`src/design/pdcg_regs.svh`:
```
`ifndef PDCG_REGS_SVH
`define PDCG_REGS_SVH

// Register byte addresses
`define PDCG_ADDR_PWR_CTRL       8'h00
`define PDCG_ADDR_AHB_GATES      8'h04
`define PDCG_ADDR_APB_GATES      8'h08
`define PDCG_ADDR_CLK_MONITOR    8'h0C
`define PDCG_ADDR_PROT_KEY       8'h10

// Power-down control fields
`define PDCG_BIT_WAIT_CPU        8
`define PDCG_BIT_PD_REQ          7
`define PDCG_BIT_WAKE_FLAG       6
`define PDCG_BIT_WAKE_IRQ_EN     5
`define PDCG_BIT_WAKE_DLY_EN     4
`define PDCG_BIT_LIRC_EN         3
`define PDCG_BIT_HIRC_EN         2
`define PDCG_BIT_HXT_EN          0

// Clock monitor fields
`define PDCG_BIT_SW_FAIL         7
`define PDCG_BIT_HIRC_STB        4
`define PDCG_BIT_LIRC_STB        3
`define PDCG_BIT_PLL_LOCKED_FLAG         2
`define PDCG_BIT_HXT_STB         0

// Gate fields and masks
`define PDCG_BIT_FLASH_PROG      2
`define PDCG_BIT_DMA             1
`define PDCG_BIT_WDOG            0
`define PDCG_AHB_WR_MASK         32'h0000_0006
`define PDCG_APB_WR_MASK         32'hB833_737D
`define PDCG_APB_PD_KEEP_MASK    32'h0030_003D

// Reset values
`define PDCG_RST_AHB             32'h0000_000D
`define PDCG_RST_APB             32'h0000_0001
`define PDCG_RST_WAKE_DLY_EN     1'b1
`define PDCG_RST_LIRC_EN         1'b0
`define PDCG_RST_HIRC_EN         1'b1
`define PDCG_CFG_SRC_HXT         3'h0

// Unlock key sequence
`define PDCG_KEY_1               8'h59
`define PDCG_KEY_2               8'h16
`define PDCG_KEY_3               8'h88

// Wake-up delay counts
`define PDCG_DLY_HXT_CYC         13'h1000
`define PDCG_DLY_HIRC_CYC        13'h0100

// AXI responses
`define PDCG_RESP_OKAY           2'h0
`define PDCG_RESP_SLVERR         2'h2

`endif

```
`src/design/pdcg_pkg.sv`:
```
`default_nettype none
package pdcg_pkg;
   typedef enum logic [1:0] {
      PDCG_RUN,
      PDCG_POWER_DOWN,
      PDCG_WAKE_DELAY
   } pdcg_state_type;
endpackage
`default_nettype wire

```
`src/design/pdcg_top.sv`:
```
// Summary of operation
// Control bits except flag need key unlock
// Wait-for-CPU set: enter after request and sleep
// Wait-for-CPU clear: enter on request alone
// Wake-up clears power-down request by hardware
// Power-down stops crystal and fast oscillator
// Power-down stops PLL and system clock
// Wake sets flag when enabled; write-1 clears
// Interrupt when flag and enable both high
// Wake delay: 4096 crystal, 256 fast cycles
// Separate enables for three oscillators
// Crystal enable reset from config word
// Sleep without power-down gates CPU clock only; the code gates it only while wait-for-CPU is clear
// Power-down keeps watchdog, timer, PWM clocks
// Software enables wake sources before request
// AHB gates: flash programming bit2, DMA bit1
// APB gates one bit per peripheral
// Watchdog gate writable only when unlocked
// Monitor shows switch failure and stability bits
// Switch failure updated per switch; write-1 clears
// Wrong key, order or address aborts unlock
// Gates change only while gated clock low
//
// Our own choice: the AXI4-Lite slave port.
`include "pdcg_regs.svh"
`default_nettype none
module pdcg_top
   import pdcg_pkg::*;
(
   input  wire logic        I_CLK,
   input  wire logic        I_RST_N,
   input  wire logic [31:0] S_AXI_AWADDR,
   input  wire logic        S_AXI_AWVALID,
   output logic             S_AXI_AWREADY,
   input  wire logic [31:0] S_AXI_WDATA,
   input  wire logic [3:0]  S_AXI_WSTRB,
   input  wire logic        S_AXI_WVALID,
   output logic             S_AXI_WREADY,
   output logic [1:0]       S_AXI_BRESP,
   output logic             S_AXI_BVALID,
   input  wire logic        S_AXI_BREADY,
   input  wire logic [31:0] S_AXI_ARADDR,
   input  wire logic        S_AXI_ARVALID,
   output logic             S_AXI_ARREADY,
   output logic [31:0]      S_AXI_RDATA,
   output logic [1:0]       S_AXI_RRESP,
   output logic             S_AXI_RVALID,
   input  wire logic        S_AXI_RREADY,
   input  wire logic        I_CPU_SLEEP,
   input  wire logic        I_WAKE_EVENT,
   input  wire logic [2:0]  I_USER_CONFIG_SRC,
   input  wire logic        I_SYSCLK_FROM_HXT,
   input  wire logic        I_CLK_SWITCH,
   input  wire logic        I_SWITCH_TARGET_STABLE,
   input  wire logic        I_HXT_STABLE,
   input  wire logic        I_HIRC_STABLE,
   input  wire logic        I_LIRC_STABLE,
   input  wire logic        I_PLL_LOCKED,
   output logic             O_HXT_EN,
   output logic             O_HIRC_EN,
   output logic             O_LIRC_EN,
   output logic             O_PLL_EN,
   output logic             O_SYSCLK_EN,
   output logic             O_CPU_CLK_EN,
   output logic             O_FLASH_PROG_CLK_EN,
   output logic             O_DMA_CLK_EN,
   output logic [31:0]      O_APB_CLK_EN,
   output logic             O_WAKE_IRQ,
   output logic             O_POWER_DOWN
);

   // ==========================================================
   // Helpers
   function automatic logic [31:0] merge_bytes(input logic [31:0] old_v,
                                               input logic [31:0] new_v,
                                               input logic [3:0]  strb);
      logic [31:0] res;
      res = old_v;
      for (int i = 0; i < 4; i++) begin
         if (strb[i]) begin
            res[i*8 +: 8] = new_v[i*8 +: 8];
         end
      end
      return res;
   endfunction
   function automatic logic addr_mapped(input logic [7:0] a);
      return (a == `PDCG_ADDR_PWR_CTRL) || (a == `PDCG_ADDR_AHB_GATES) ||
             (a == `PDCG_ADDR_APB_GATES) || (a == `PDCG_ADDR_CLK_MONITOR) ||
             (a == `PDCG_ADDR_PROT_KEY);
   endfunction

   // ==========================================================
   // State
   logic           aw_ready_q, w_ready_q, b_valid_q, ar_ready_q, r_valid_q;
   logic           aw_held_q, w_held_q;
   logic [7:0]     aw_addr_q;
   logic [31:0]    w_data_q;
   logic [3:0]     w_strb_q;
   logic [1:0]     b_resp_q, r_resp_q;
   logic [31:0]    r_data_q;
   logic           wait_cpu_q, pd_req_q, wake_flag_q, wake_irq_en_q;
   logic           wake_dly_en_q, lirc_en_q, hirc_en_q, hxt_en_q;
   logic [31:0]    ahb_q, apb_q;
   logic           sw_fail_q;
   logic [1:0]     key_seq_q;
   logic           unlocked_q;
   pdcg_state_type state_q, state_d;
   logic [12:0]    dly_cnt_q, dly_cnt_d;
   // ==========================================================
   // Register decode
   wire        wr_fire   = aw_held_q & w_held_q & ~b_valid_q;
   wire        wr_pwr    = wr_fire & (aw_addr_q == `PDCG_ADDR_PWR_CTRL);
   wire        wr_ahb    = wr_fire & (aw_addr_q == `PDCG_ADDR_AHB_GATES);
   wire        wr_apb    = wr_fire & (aw_addr_q == `PDCG_ADDR_APB_GATES);
   wire        wr_mon    = wr_fire & (aw_addr_q == `PDCG_ADDR_CLK_MONITOR);
   wire        wr_key    = wr_fire & (aw_addr_q == `PDCG_ADDR_PROT_KEY) & w_strb_q[0];
   wire [7:0]  key_byte  = w_data_q[7:0];
   wire [7:0]  ar_addr   = S_AXI_ARADDR[7:0];
   wire        ar_fire   = S_AXI_ARVALID & ar_ready_q;
   wire [31:0] pwr_rd = {23'h0, wait_cpu_q, pd_req_q, wake_flag_q, wake_irq_en_q,
                         wake_dly_en_q, lirc_en_q, hirc_en_q, 1'b0, hxt_en_q};
   wire [31:0] mon_rd = {24'h0, sw_fail_q, 2'h0, I_HIRC_STABLE, I_LIRC_STABLE,
                         I_PLL_LOCKED, 1'b0, I_HXT_STABLE};
   wire [31:0] pwr_new = merge_bytes(pwr_rd, w_data_q, w_strb_q);
   wire [31:0] ahb_new = merge_bytes(ahb_q, w_data_q, w_strb_q);
   wire [31:0] apb_new = merge_bytes(apb_q, w_data_q, w_strb_q);
   wire [31:0] mon_new = merge_bytes(32'h0, w_data_q, w_strb_q);
   wire        pwr_prot_wr = wr_pwr & unlocked_q;
   wire [31:0] apb_wr_mask = unlocked_q ? `PDCG_APB_WR_MASK
                                        : (`PDCG_APB_WR_MASK & ~32'h0000_0001);
   wire [31:0] rd_mux =
      (ar_addr == `PDCG_ADDR_PWR_CTRL)    ? pwr_rd :
      (ar_addr == `PDCG_ADDR_AHB_GATES)   ? ahb_q :
      (ar_addr == `PDCG_ADDR_APB_GATES)   ? apb_q :
      (ar_addr == `PDCG_ADDR_CLK_MONITOR) ? mon_rd :
      (ar_addr == `PDCG_ADDR_PROT_KEY)    ? {31'h0, unlocked_q} : 32'h0;
   // ==========================================================
   // AXI4-Lite handshakes
   always_ff @(posedge I_CLK) begin
      if (!I_RST_N) begin
         aw_ready_q <= 1'b1;
         w_ready_q  <= 1'b1;
         aw_held_q  <= 1'b0;
         w_held_q   <= 1'b0;
         aw_addr_q  <= 8'h00;
         w_data_q   <= 32'h0;
         w_strb_q   <= 4'h0;
         b_valid_q  <= 1'b0;
         b_resp_q   <= `PDCG_RESP_OKAY;
      end else begin
         if (S_AXI_AWVALID && aw_ready_q) begin
            aw_ready_q <= 1'b0;
            aw_held_q  <= 1'b1;
            aw_addr_q  <= {S_AXI_AWADDR[7:2], 2'b00};
         end
         if (S_AXI_WVALID && w_ready_q) begin
            w_ready_q <= 1'b0;
            w_held_q  <= 1'b1;
            w_data_q  <= S_AXI_WDATA;
            w_strb_q  <= S_AXI_WSTRB;
         end
         if (wr_fire) begin
            b_valid_q <= 1'b1;
            b_resp_q  <= addr_mapped(aw_addr_q) ? `PDCG_RESP_OKAY : `PDCG_RESP_SLVERR;
            aw_held_q <= 1'b0;
            w_held_q  <= 1'b0;
         end
         if (b_valid_q && S_AXI_BREADY) begin
            b_valid_q  <= 1'b0;
            aw_ready_q <= 1'b1;
            w_ready_q  <= 1'b1;
         end
      end
   end
   always_ff @(posedge I_CLK) begin
      if (!I_RST_N) begin
         ar_ready_q <= 1'b1;
         r_valid_q  <= 1'b0;
         r_data_q   <= 32'h0;
         r_resp_q   <= `PDCG_RESP_OKAY;
      end else if (ar_fire) begin
         ar_ready_q <= 1'b0;
         r_valid_q  <= 1'b1;
         r_data_q   <= rd_mux;
         r_resp_q   <= addr_mapped(ar_addr) ? `PDCG_RESP_OKAY : `PDCG_RESP_SLVERR;
      end else if (r_valid_q && S_AXI_RREADY) begin
         r_valid_q  <= 1'b0;
         ar_ready_q <= 1'b1;
      end
   end
   // ==========================================================
   // Write protection key
   always_ff @(posedge I_CLK) begin
      if (!I_RST_N) begin
         key_seq_q  <= 2'h0;
         unlocked_q <= 1'b0;
      end else if (wr_key && unlocked_q) begin
         unlocked_q <= 1'b0;
         key_seq_q  <= 2'h0;
      end else if (wr_key) begin
         if (key_seq_q == 2'h0 && key_byte == `PDCG_KEY_1) begin
            key_seq_q <= 2'h1;
         end else if (key_seq_q == 2'h1 && key_byte == `PDCG_KEY_2) begin
            key_seq_q <= 2'h2;
         end else if (key_seq_q == 2'h2 && key_byte == `PDCG_KEY_3) begin
            key_seq_q  <= 2'h0;
            unlocked_q <= 1'b1;
         end else begin
            key_seq_q <= 2'h0;
         end
      end else if (wr_fire) begin
         key_seq_q <= 2'h0;
      end
   end

   // ==========================================================
   // Power-down sequencing
   wire enter_pd = pd_req_q & (~wait_cpu_q | I_CPU_SLEEP);
   wire wake     = (state_q == PDCG_POWER_DOWN) & I_WAKE_EVENT;
   wire [12:0] dly_len = I_SYSCLK_FROM_HXT ? `PDCG_DLY_HXT_CYC : `PDCG_DLY_HIRC_CYC;
   always_comb begin
      state_d   = state_q;
      dly_cnt_d = dly_cnt_q;
      case (state_q)
         PDCG_RUN: begin
            if (enter_pd) begin
               state_d = PDCG_POWER_DOWN;
            end
         end
         PDCG_POWER_DOWN: begin
            if (I_WAKE_EVENT && wake_dly_en_q) begin
               state_d   = PDCG_WAKE_DELAY;
               dly_cnt_d = dly_len - 13'h1;
            end else if (I_WAKE_EVENT) begin
               state_d = PDCG_RUN;
            end
         end
         PDCG_WAKE_DELAY: begin
            if (dly_cnt_q == 13'h0) begin
               state_d = PDCG_RUN;
            end else begin
               dly_cnt_d = dly_cnt_q - 13'h1;
            end
         end
         default: begin
            state_d = PDCG_RUN;
         end
      endcase
   end
   always_ff @(posedge I_CLK) begin
      if (!I_RST_N) begin
         state_q   <= PDCG_RUN;
         dly_cnt_q <= 13'h0;
      end else begin
         state_q   <= state_d;
         dly_cnt_q <= dly_cnt_d;
      end
   end

   // ==========================================================
   // Control and status registers
   always_ff @(posedge I_CLK) begin
      if (!I_RST_N) begin
         wait_cpu_q    <= 1'b0;
         pd_req_q      <= 1'b0;
         wake_irq_en_q <= 1'b0;
         wake_dly_en_q <= `PDCG_RST_WAKE_DLY_EN;
         lirc_en_q     <= `PDCG_RST_LIRC_EN;
         hirc_en_q     <= `PDCG_RST_HIRC_EN;
         hxt_en_q      <= (I_USER_CONFIG_SRC == `PDCG_CFG_SRC_HXT);
      end else begin
         if (pwr_prot_wr) begin
            wait_cpu_q    <= pwr_new[`PDCG_BIT_WAIT_CPU];
            wake_irq_en_q <= pwr_new[`PDCG_BIT_WAKE_IRQ_EN];
            wake_dly_en_q <= pwr_new[`PDCG_BIT_WAKE_DLY_EN];
            lirc_en_q     <= pwr_new[`PDCG_BIT_LIRC_EN];
            hirc_en_q     <= pwr_new[`PDCG_BIT_HIRC_EN];
            hxt_en_q      <= pwr_new[`PDCG_BIT_HXT_EN];
         end
         if (wake) begin
            pd_req_q <= 1'b0;
         end else if (pwr_prot_wr) begin
            pd_req_q <= pwr_new[`PDCG_BIT_PD_REQ];
         end
      end
   end

   always_ff @(posedge I_CLK) begin
      if (!I_RST_N) begin
         wake_flag_q <= 1'b0;
      end else if (wake && wake_irq_en_q) begin
         wake_flag_q <= 1'b1;
      end else if (wr_pwr && w_strb_q[0] && w_data_q[`PDCG_BIT_WAKE_FLAG]) begin
         wake_flag_q <= 1'b0;
      end
   end
   always_ff @(posedge I_CLK) begin
      if (!I_RST_N) begin
         sw_fail_q <= 1'b0;
      end else if (I_CLK_SWITCH) begin
         sw_fail_q <= ~I_SWITCH_TARGET_STABLE;
      end else if (wr_mon && mon_new[`PDCG_BIT_SW_FAIL]) begin
         sw_fail_q <= 1'b0;
      end
   end
   always_ff @(posedge I_CLK) begin
      if (!I_RST_N) begin
         ahb_q <= `PDCG_RST_AHB;
         apb_q <= `PDCG_RST_APB;
      end else begin
         if (wr_ahb) begin
            ahb_q <= (ahb_q & ~`PDCG_AHB_WR_MASK) | (ahb_new & `PDCG_AHB_WR_MASK);
         end
         if (wr_apb) begin
            apb_q <= (apb_q & ~apb_wr_mask) | (apb_new & apb_wr_mask);
         end
      end
   end

   // ==========================================================
   // Clock enable outputs, all registered on the rising edge
   // Downstream latch gates sample them while the clock is low
   wire in_pd  = (state_q == PDCG_POWER_DOWN);
   wire in_dly = (state_q == PDCG_WAKE_DELAY);
   wire idle   = I_CPU_SLEEP & ~pd_req_q & ~wait_cpu_q;
   always_ff @(posedge I_CLK) begin
      if (!I_RST_N) begin
         O_HXT_EN            <= 1'b0;
         O_HIRC_EN           <= 1'b0;
         O_LIRC_EN           <= 1'b0;
         O_PLL_EN            <= 1'b0;
         O_SYSCLK_EN         <= 1'b0;
         O_CPU_CLK_EN        <= 1'b0;
         O_FLASH_PROG_CLK_EN <= 1'b0;
         O_DMA_CLK_EN        <= 1'b0;
         O_APB_CLK_EN        <= 32'h0;
         O_WAKE_IRQ          <= 1'b0;
         O_POWER_DOWN        <= 1'b0;
      end else begin
         O_HXT_EN            <= hxt_en_q & ~in_pd;
         O_HIRC_EN           <= hirc_en_q & ~in_pd;
         O_LIRC_EN           <= lirc_en_q;
         O_PLL_EN            <= ~in_pd;
         O_SYSCLK_EN         <= ~in_pd & ~in_dly;
         O_CPU_CLK_EN        <= ~in_pd & ~in_dly & ~idle;
         O_FLASH_PROG_CLK_EN <= ahb_q[`PDCG_BIT_FLASH_PROG] & ~in_pd;
         O_DMA_CLK_EN        <= ahb_q[`PDCG_BIT_DMA] & ~in_pd;
         O_APB_CLK_EN        <= in_pd ? (apb_q & `PDCG_APB_PD_KEEP_MASK) : apb_q;
         O_WAKE_IRQ          <= wake_flag_q & wake_irq_en_q;
         O_POWER_DOWN        <= in_pd;
      end
   end

   assign S_AXI_AWREADY = aw_ready_q;
   assign S_AXI_WREADY  = w_ready_q;
   assign S_AXI_BVALID  = b_valid_q;
   assign S_AXI_BRESP   = b_resp_q;
   assign S_AXI_ARREADY = ar_ready_q;
   assign S_AXI_RVALID  = r_valid_q;
   assign S_AXI_RDATA   = r_data_q;
   assign S_AXI_RRESP   = r_resp_q;
endmodule
`default_nettype wire

```
`config.mk`:
```
export PLATFORM = sky130hd
export DESIGN_NAME = pdcg_top
export DESIGN_NICKNAME = d
export VERILOG_FILES = /design/src/design/pdcg_pkg.sv /design/src/design/pdcg_top.sv
export VERILOG_INCLUDE_DIRS = /design/src /design/src/design
export SDC_FILE = /design/constraint.sdc
export NUM_CORES = 1
export LEC_CHECK = 0
export ABC_AREA = 1
export BUFFER_PORTS_ARGS = -buffer_cell sky130_fd_sc_hd__buf_4
export CAP_MARGIN = 20
export CORE_UTILIZATION = 50
export DETAILED_ROUTE_END_ITERATION = 12
export PLACE_DENSITY = 0.89
export SLEW_MARGIN = 20
export SYNTH_ARGS = -nofsm -noshare
export SYNTH_HDL_FRONTEND = slang
export SYNTH_SLANG_ARGS = --single-unit
```
`constraint.sdc`:
```
create_clock -name I_CLK -period 1.9 [get_ports I_CLK]
set_input_delay 0.095 -clock I_CLK [delete_from_list [all_inputs] [get_ports I_CLK]]
set_output_delay 0.095 -clock I_CLK [all_outputs]
set_load 0.01 [all_outputs]
```
Word-level counts from Yosys, hierarchy flattened
Index checks and enable logic that the tools add are counted.

$add $sub $neg: 2. $mul: 0. Div/mod/pow operators: 0. Magnitude comparators: 0. Equal/unequal tests: 22. Shifts and indexed selects: 0. Muxes and demuxes: 38. Bitwise gates (word level): 37. Reductions and logical operators: 43.

Operators with widths (count): 32-bit two-way mux (3); 32-bit bitwise AND (2); 8-bit two-way mux (6); 13-bit two-way mux (3); 32-bit inverter (1); 32-bit by 3-bit OR with 32-bit output (1); 32-bit OR (1); 13-bit case mux with 2 select lines (1); 13-bit by 1-bit subtractor with 13-bit output (second input constant) (2); 1-bit bitwise AND (21); 2-bit two-way mux (10); 8-bit by 4-bit equality test with 1-bit output (second input constant) (2); 8-bit by 5-bit equality test with 1-bit output (second input constant) (2); 8-bit zero test (2); 1-bit logical AND (13); 13-bit zero test (1); 1-bit two-way mux (13); 6-bit by 2-bit equality test with 1-bit output (second input constant) (2); 1-bit inverter (10); 2-bit nonzero test (5); 2-bit OR reduction (5); 8-bit by 3-bit equality test with 1-bit output (second input constant) (1); 8-bit by 7-bit equality test with 1-bit output (second input constant) (1); 8-bit equality test (second input constant) (1); 16 further kinds (33).

Flip-flop bits (word level): 218. Latch bits: 0. Bits in writable memories: 0. Memory bits (read-only): 0. Input port bits: 119. Output and inout port bits: 83. Logic and storage cells: 182. Memories kept: 0.

Logic depth before layout (Yosys ltp)
Depth in word-level cells: 7. Mapped depth: 12. Depth with buffers taken out: 11.

Worst setup path after synthesis
Ideal clock, no wire load.

Path type: reg2reg. From: reg state_q[0]. To: reg dly_cnt_q[10]. Setup time: 0.115 ns. Arrival: 1.600 ns. Setup slack: 0.185 ns. Cell stages (with the launch flop): 13. Buffers on the path: 1. Path through: dfxtp_1 inv_1 ha_1 buf_2 nand2_1 ha_1 nand3_2 nor2_2 inv_1 nor2_1 nand3_1 nand2_1 nor2_1.

Longest elaborated chain between the ends: 3. Elaborated cells between the ends (all ways): 7. Classes of those cells: 4 x eq/ne; 1 x mux; 2 x reduce/logical.

RTL lines: start: declaration (line pdcg_top.sv:107) `pdcg_state_type state_q, state_d;`; start signal: assignment (line pdcg_top.sv:255) `state_q <= state_d;`; 2-bit equality test / 2-bit by 1-bit equality test with 1-bit output (equally long branches) (line pdcg_top.sv:224) `case (state_q)`; 2-bit inequality test (no source line), or another cell as far along; 3-bit AND reduction (no source line); end signal: assignment (line pdcg_top.sv:256) `dly_cnt_q <= dly_cnt_d;`; end: declaration (line pdcg_top.sv:108) `logic [12:0] dly_cnt_q, dly_cnt_d;`.

Several ways; a longest one is shown, not always the timed one. A chain may end at the register's enable or synchronous reset.

Final worst setup path
From: reg state_q[1]. To: reg dly_cnt_q[6].

Longest elaborated chain between the ends: 3. Elaborated cells between the ends (all ways): 7. Classes of those cells: 4 x eq/ne; 1 x mux; 2 x reduce/logical.

RTL lines: 2-bit by 1-bit equality test with 1-bit output *; net in_pd (line pdcg_top.sv:323) `wire in_pd = (state_q == PDCG_POWER_DOWN);`; 2-bit by 1-bit inequality test with 1-bit output (no source line) / 2-bit nonzero test (equally long branches); 3-bit AND reduction (no source line).

The timed path passes the listed nets; every way through them passes the cells marked *.

==> summary.md <==
| Metric | Value |
|---|---|
| Status | `complete, but fails checks` |
| Violated checks | `design-rule violations` |
| Max Root-Sink Buffers | `2` |
| Worst skew pair latency | `between 400 and 500 ps` |
| Main combinational cell family by area after synthesis | `simple AND/OR/NAND/NOR gates` |
| Seq. cell area | `0.00281 mm2` |
| Xor and xnor area share after synthesis | `0.00299` |
| Total Routing Usage GR | `0.264` |
| Global-route wire length before repair | `24200 um` |
| CP Capture Type | `flip-flop` |
| Sw power | `1.67 mW` |
| Std-Cell Rows | `39` |
| Post-synthesis sequential area ratio | `0.480` |
| Die Height | `110 um` |
| Post-Synth Simple-Gate Area | `0.265` |
| Power Density | `904 mW/mm2` |
| Wire per inst | `14.1 um` |
| Die Area | `between 0.01 and 0.015 mm2` |
| Post-layout min period | `between 1500 and 2000 ps` |
| Hold Vio Cnt, Final | `0` |
| Worst-path fanout max | `11` |
| Worst R2R Start | `state_q[1]$_SDFFE_PN0P_` |
| Routed WL | `15500 um` |
| Startpoint types | `flip-flop` |
| Design Area, Final | `0.00777 mm2` |
| Final Cycle Share | `0.922` |
| Mapped Avg Cell Area | `7.40 um2` |
| Clock network power share | `0.475` |
| Antenna violations before repair | `0` |
| Compound-gate portion of the synthesized area | `0.126` |
| Actual slew at the worst max-slew pin | `599 ps` |
| Mux cell area share after synthesis | `0` |
| Post-synthesis adder-cell area fraction | `0.00855` |
| H-tree levels | `4` |
| Worst reg2reg path depth | `11` |
| Reg-to-Reg End | `dly_cnt_q[6]$_SDFFE_PN0P_` |
| Synth-to-layout area growth | `32.6%` |
| Unique cell type count in the Yosys netlist | `37` |
| WS Path Type | `flip-flop to flip-flop` |
| Post-Syn Area | `a little under 0.006 mm2` |
| Largest net degree at the start of global routing | `52` |
| Layout Nets | `1067` |
| # setup viols final | `0` |
| Number of synthesized flops with an enable pin | `1` |
| Synth Instances | `~790` |
| CTS root buf | `clkbuf_16` |
| GPL Wtd Cong | `0.848` |
| Seq pwr share | `0.442` |
| Reg2Reg Setup Slack | `150 ps` |
| Starting Density | `0.513` |
| Postcts setup bufs | `0` |
| CP endpoint | `dly_cnt_q[6]$_SDFFE_PN0P_` |
| Multi-input logic area | `between 0.002 and 0.0025 mm2` |
| Pint | `approximately 5.4 mW` |
| Combinational share of power | `0.083` |
| Biggest area consumer among synthesized cells | `dfxtp_1` |
| Critical Path RT | `2210 ps` |
| Gr ovfl total | `0` |
| Top cell type's share of synthesized area | `0.475` |
| Via density | `5.11` |
| Core Area | `0.0114 mm2` |
| Met3 WL | `approximately 930 um` |
| Net Sw Frac | `0.238` |
| CTS Buf Count | `17` |
| Drt first pass iters | `9` |
| Final ANT Viol Nets | `0` |
| Fill cell count | `906` |
| P_leak | `around 3.6 nW` |
| CTS tree | `yes` |
| Fraction of layout cells with a size suffix above 1 | `0.200` |
| Max Fclk | `between 0.5 and 0.6 GHz` |
| Synth top cells by count | `148 x nand2_1, 139 x dfxtp_1, 126 x nor2_1` |
| Main area contributors after synthesis | `dfxtp_1 48%, nand2_1 9.5%, nor2_1 8.1%` |
| Clock Skew | `8.24 ps` |
| Asr flop ratio synth | `0` |
| Cell with the most instances after synthesis | `nand2_1` |
| PortBufs | `between 100 and 150` |
| Worst VDD drop | `0.468 mV` |
| Via count | `roughly 5600` |
| Max_cap viols | `0` |
| # DRC | `1` |
| WP data arrival | `2070 ps` |
| Design Power | `7.02 mW` |
| Synthesis-stage register bit count | `140` |
| Synth warn | `0` |
| Top_reg_cell synth | `dfxtp_1` |
| Relative slew slack | `0.597` |
| Min-delay worst type | `input pin to flip-flop` |
| Setup TNS | `0 ps` |
| Die Width | `~110 um` |
| DR iter-0 viols | `366` |
| Post-DP HPWL | `10200 um` |
| Antenna Cells | `0` |
| Unrepaired setup endpoints after global routing | `no` |
| Clk sinks | `140` |
| Boundary pin count | `between 200 and 250` |
| Final slew viol count | `0` |
| Detail Route met2 WL | `7680 um` |
| Top Layer Used | `met4` |
| Vias in the first global route | `roughly 5200` |
| Post-DP Area | `~0.0068 mm2` |
| Critical Path Source | `state_q[1]$_SDFFE_PN0P_` |
| Worst-path clk slew | `60 ps` |
| Wire length on met1 | `6430 um` |
[worst max-delay path, cell delays in order (launching register included)]
cell and delay (ps):
dfxtp_1 380, inv_1 80, ha_2 240, nand2_1 140, nand3_1 120, nor2_2 120
inv_1 50, nand2_1 110, buf_4 190, nand3_1 80, nand2_1 70, nor2_1 40
[worst min path at each step]
stage                                    start                        end  cells after the start
after global routing      I_USER_CONFIG_SRC[2]         hxt_en_q$_DFFE_PP_                      2
after detailed placement          I_CLK_SWITCH     sw_fail_q$_SDFFE_PN0P_                      3
after global placement            I_CLK_SWITCH     sw_fail_q$_SDFFE_PN0P_                      3
after CTS                      S_AXI_WDATA[13]  w_data_q[13]$_SDFFE_PN0P_                      3
final                          S_AXI_WDATA[13]  w_data_q[13]$_SDFFE_PN0P_                      3
after floorplan                   I_CLK_SWITCH     sw_fail_q$_SDFFE_PN0P_                      2
[power groups by stage]
stage	Combinational (mW)	Clock, mW	Sequential, mW
final	0.583	3.34	3.10
after global routing	0.641	3.50	3.11
after CTS	0.572	3.36	3.10
after detailed placement	0.507	0	3.16
after global placement	0.495	0	3.16
after floorplan	0.305	0	3.16
[metrics by stage]
step | hold WS, ps | util | instances | setup slack (ps)
6_report | 11.1 | 0.680 | 1098 | 148
3_5_place_dp | 320 | 0.595 | 1032 | 102
2_1_floorplan | 212 | - | 806 | 185
5_1_grt | 21.3 | 0.680 | 1098 | 7.19
3_3_place_gp | 314 | 0.595 | 1032 | 159
4_1_cts | 8.44 | 0.678 | 1098 | 101
[kinds of logic after synthesis]
group,after synthesis
AND/OR/NAND/NOR,357
buffers and inverters,149
flip-flops,140
AO/OA/AOI/OAI,139
adder cells (fa/ha/maj),4
XOR/XNOR,2
other,1
[layer usage]
layer	track usage	vias up
met5	0	-
met4	0.117	0
met3	0.0529	47
met2	0.455	215
met1	0.318	2563
li1	-	2786
[registers in the layout, indices dropped and copies added, names as in the netlist, 2 cells and up]
signal,cells
O_APB_CLK_EN,19
S_AXI_RDATA,23
ahb_q,2
apb_q,19
aw_addr_q,6
dly_cnt_q,13
key_seq_q,2
state_q,2
w_data_q,21
w_strb_q,4
[area by class of cell]
type,instances,area share
Clock buffer,17,0.0548
Clock inverter,13,0.0217
Inverter,94,0.0454
Multi-Input combinational cell,517,0.313
Sequential cell,140,0.362
Tap cell,143,0.0230
Timing Repair Buffer,174,0.180
[timing repair]
item	4_1_cts	5_1_grt
setup endpoints to repair	0	10
hold buffers	36	0
resized for setup	0	7
endpoints found under the hold margin	38	0
[cell usage in the layout (no fill, tap or decap), types with 2 or more instances in the layout]
cell type	instances
nor3_2	2
clkinvlp_4	4
clkbuf_16	17
nand3_2	3
nor4_1	3
nand4_1	7
inv_1	91
ha_2	3
inv_2	2
o21ai_0	57
clkinv_4	2
dlygate4sd3_1	36
nor2_1	123
a21oi_1	51
nand3_4	2
nor3_1	23
nor2_2	5
nand2_1	148
a31oi_1	2
dfxtp_1	139
nor2_4	5
bufinv_16	3
inv_6	3
buf_4	138
o211ai_1	9
nand3_1	34
o21ai_1	15
conb_1	15
Power figures use the tool's default switching activity.
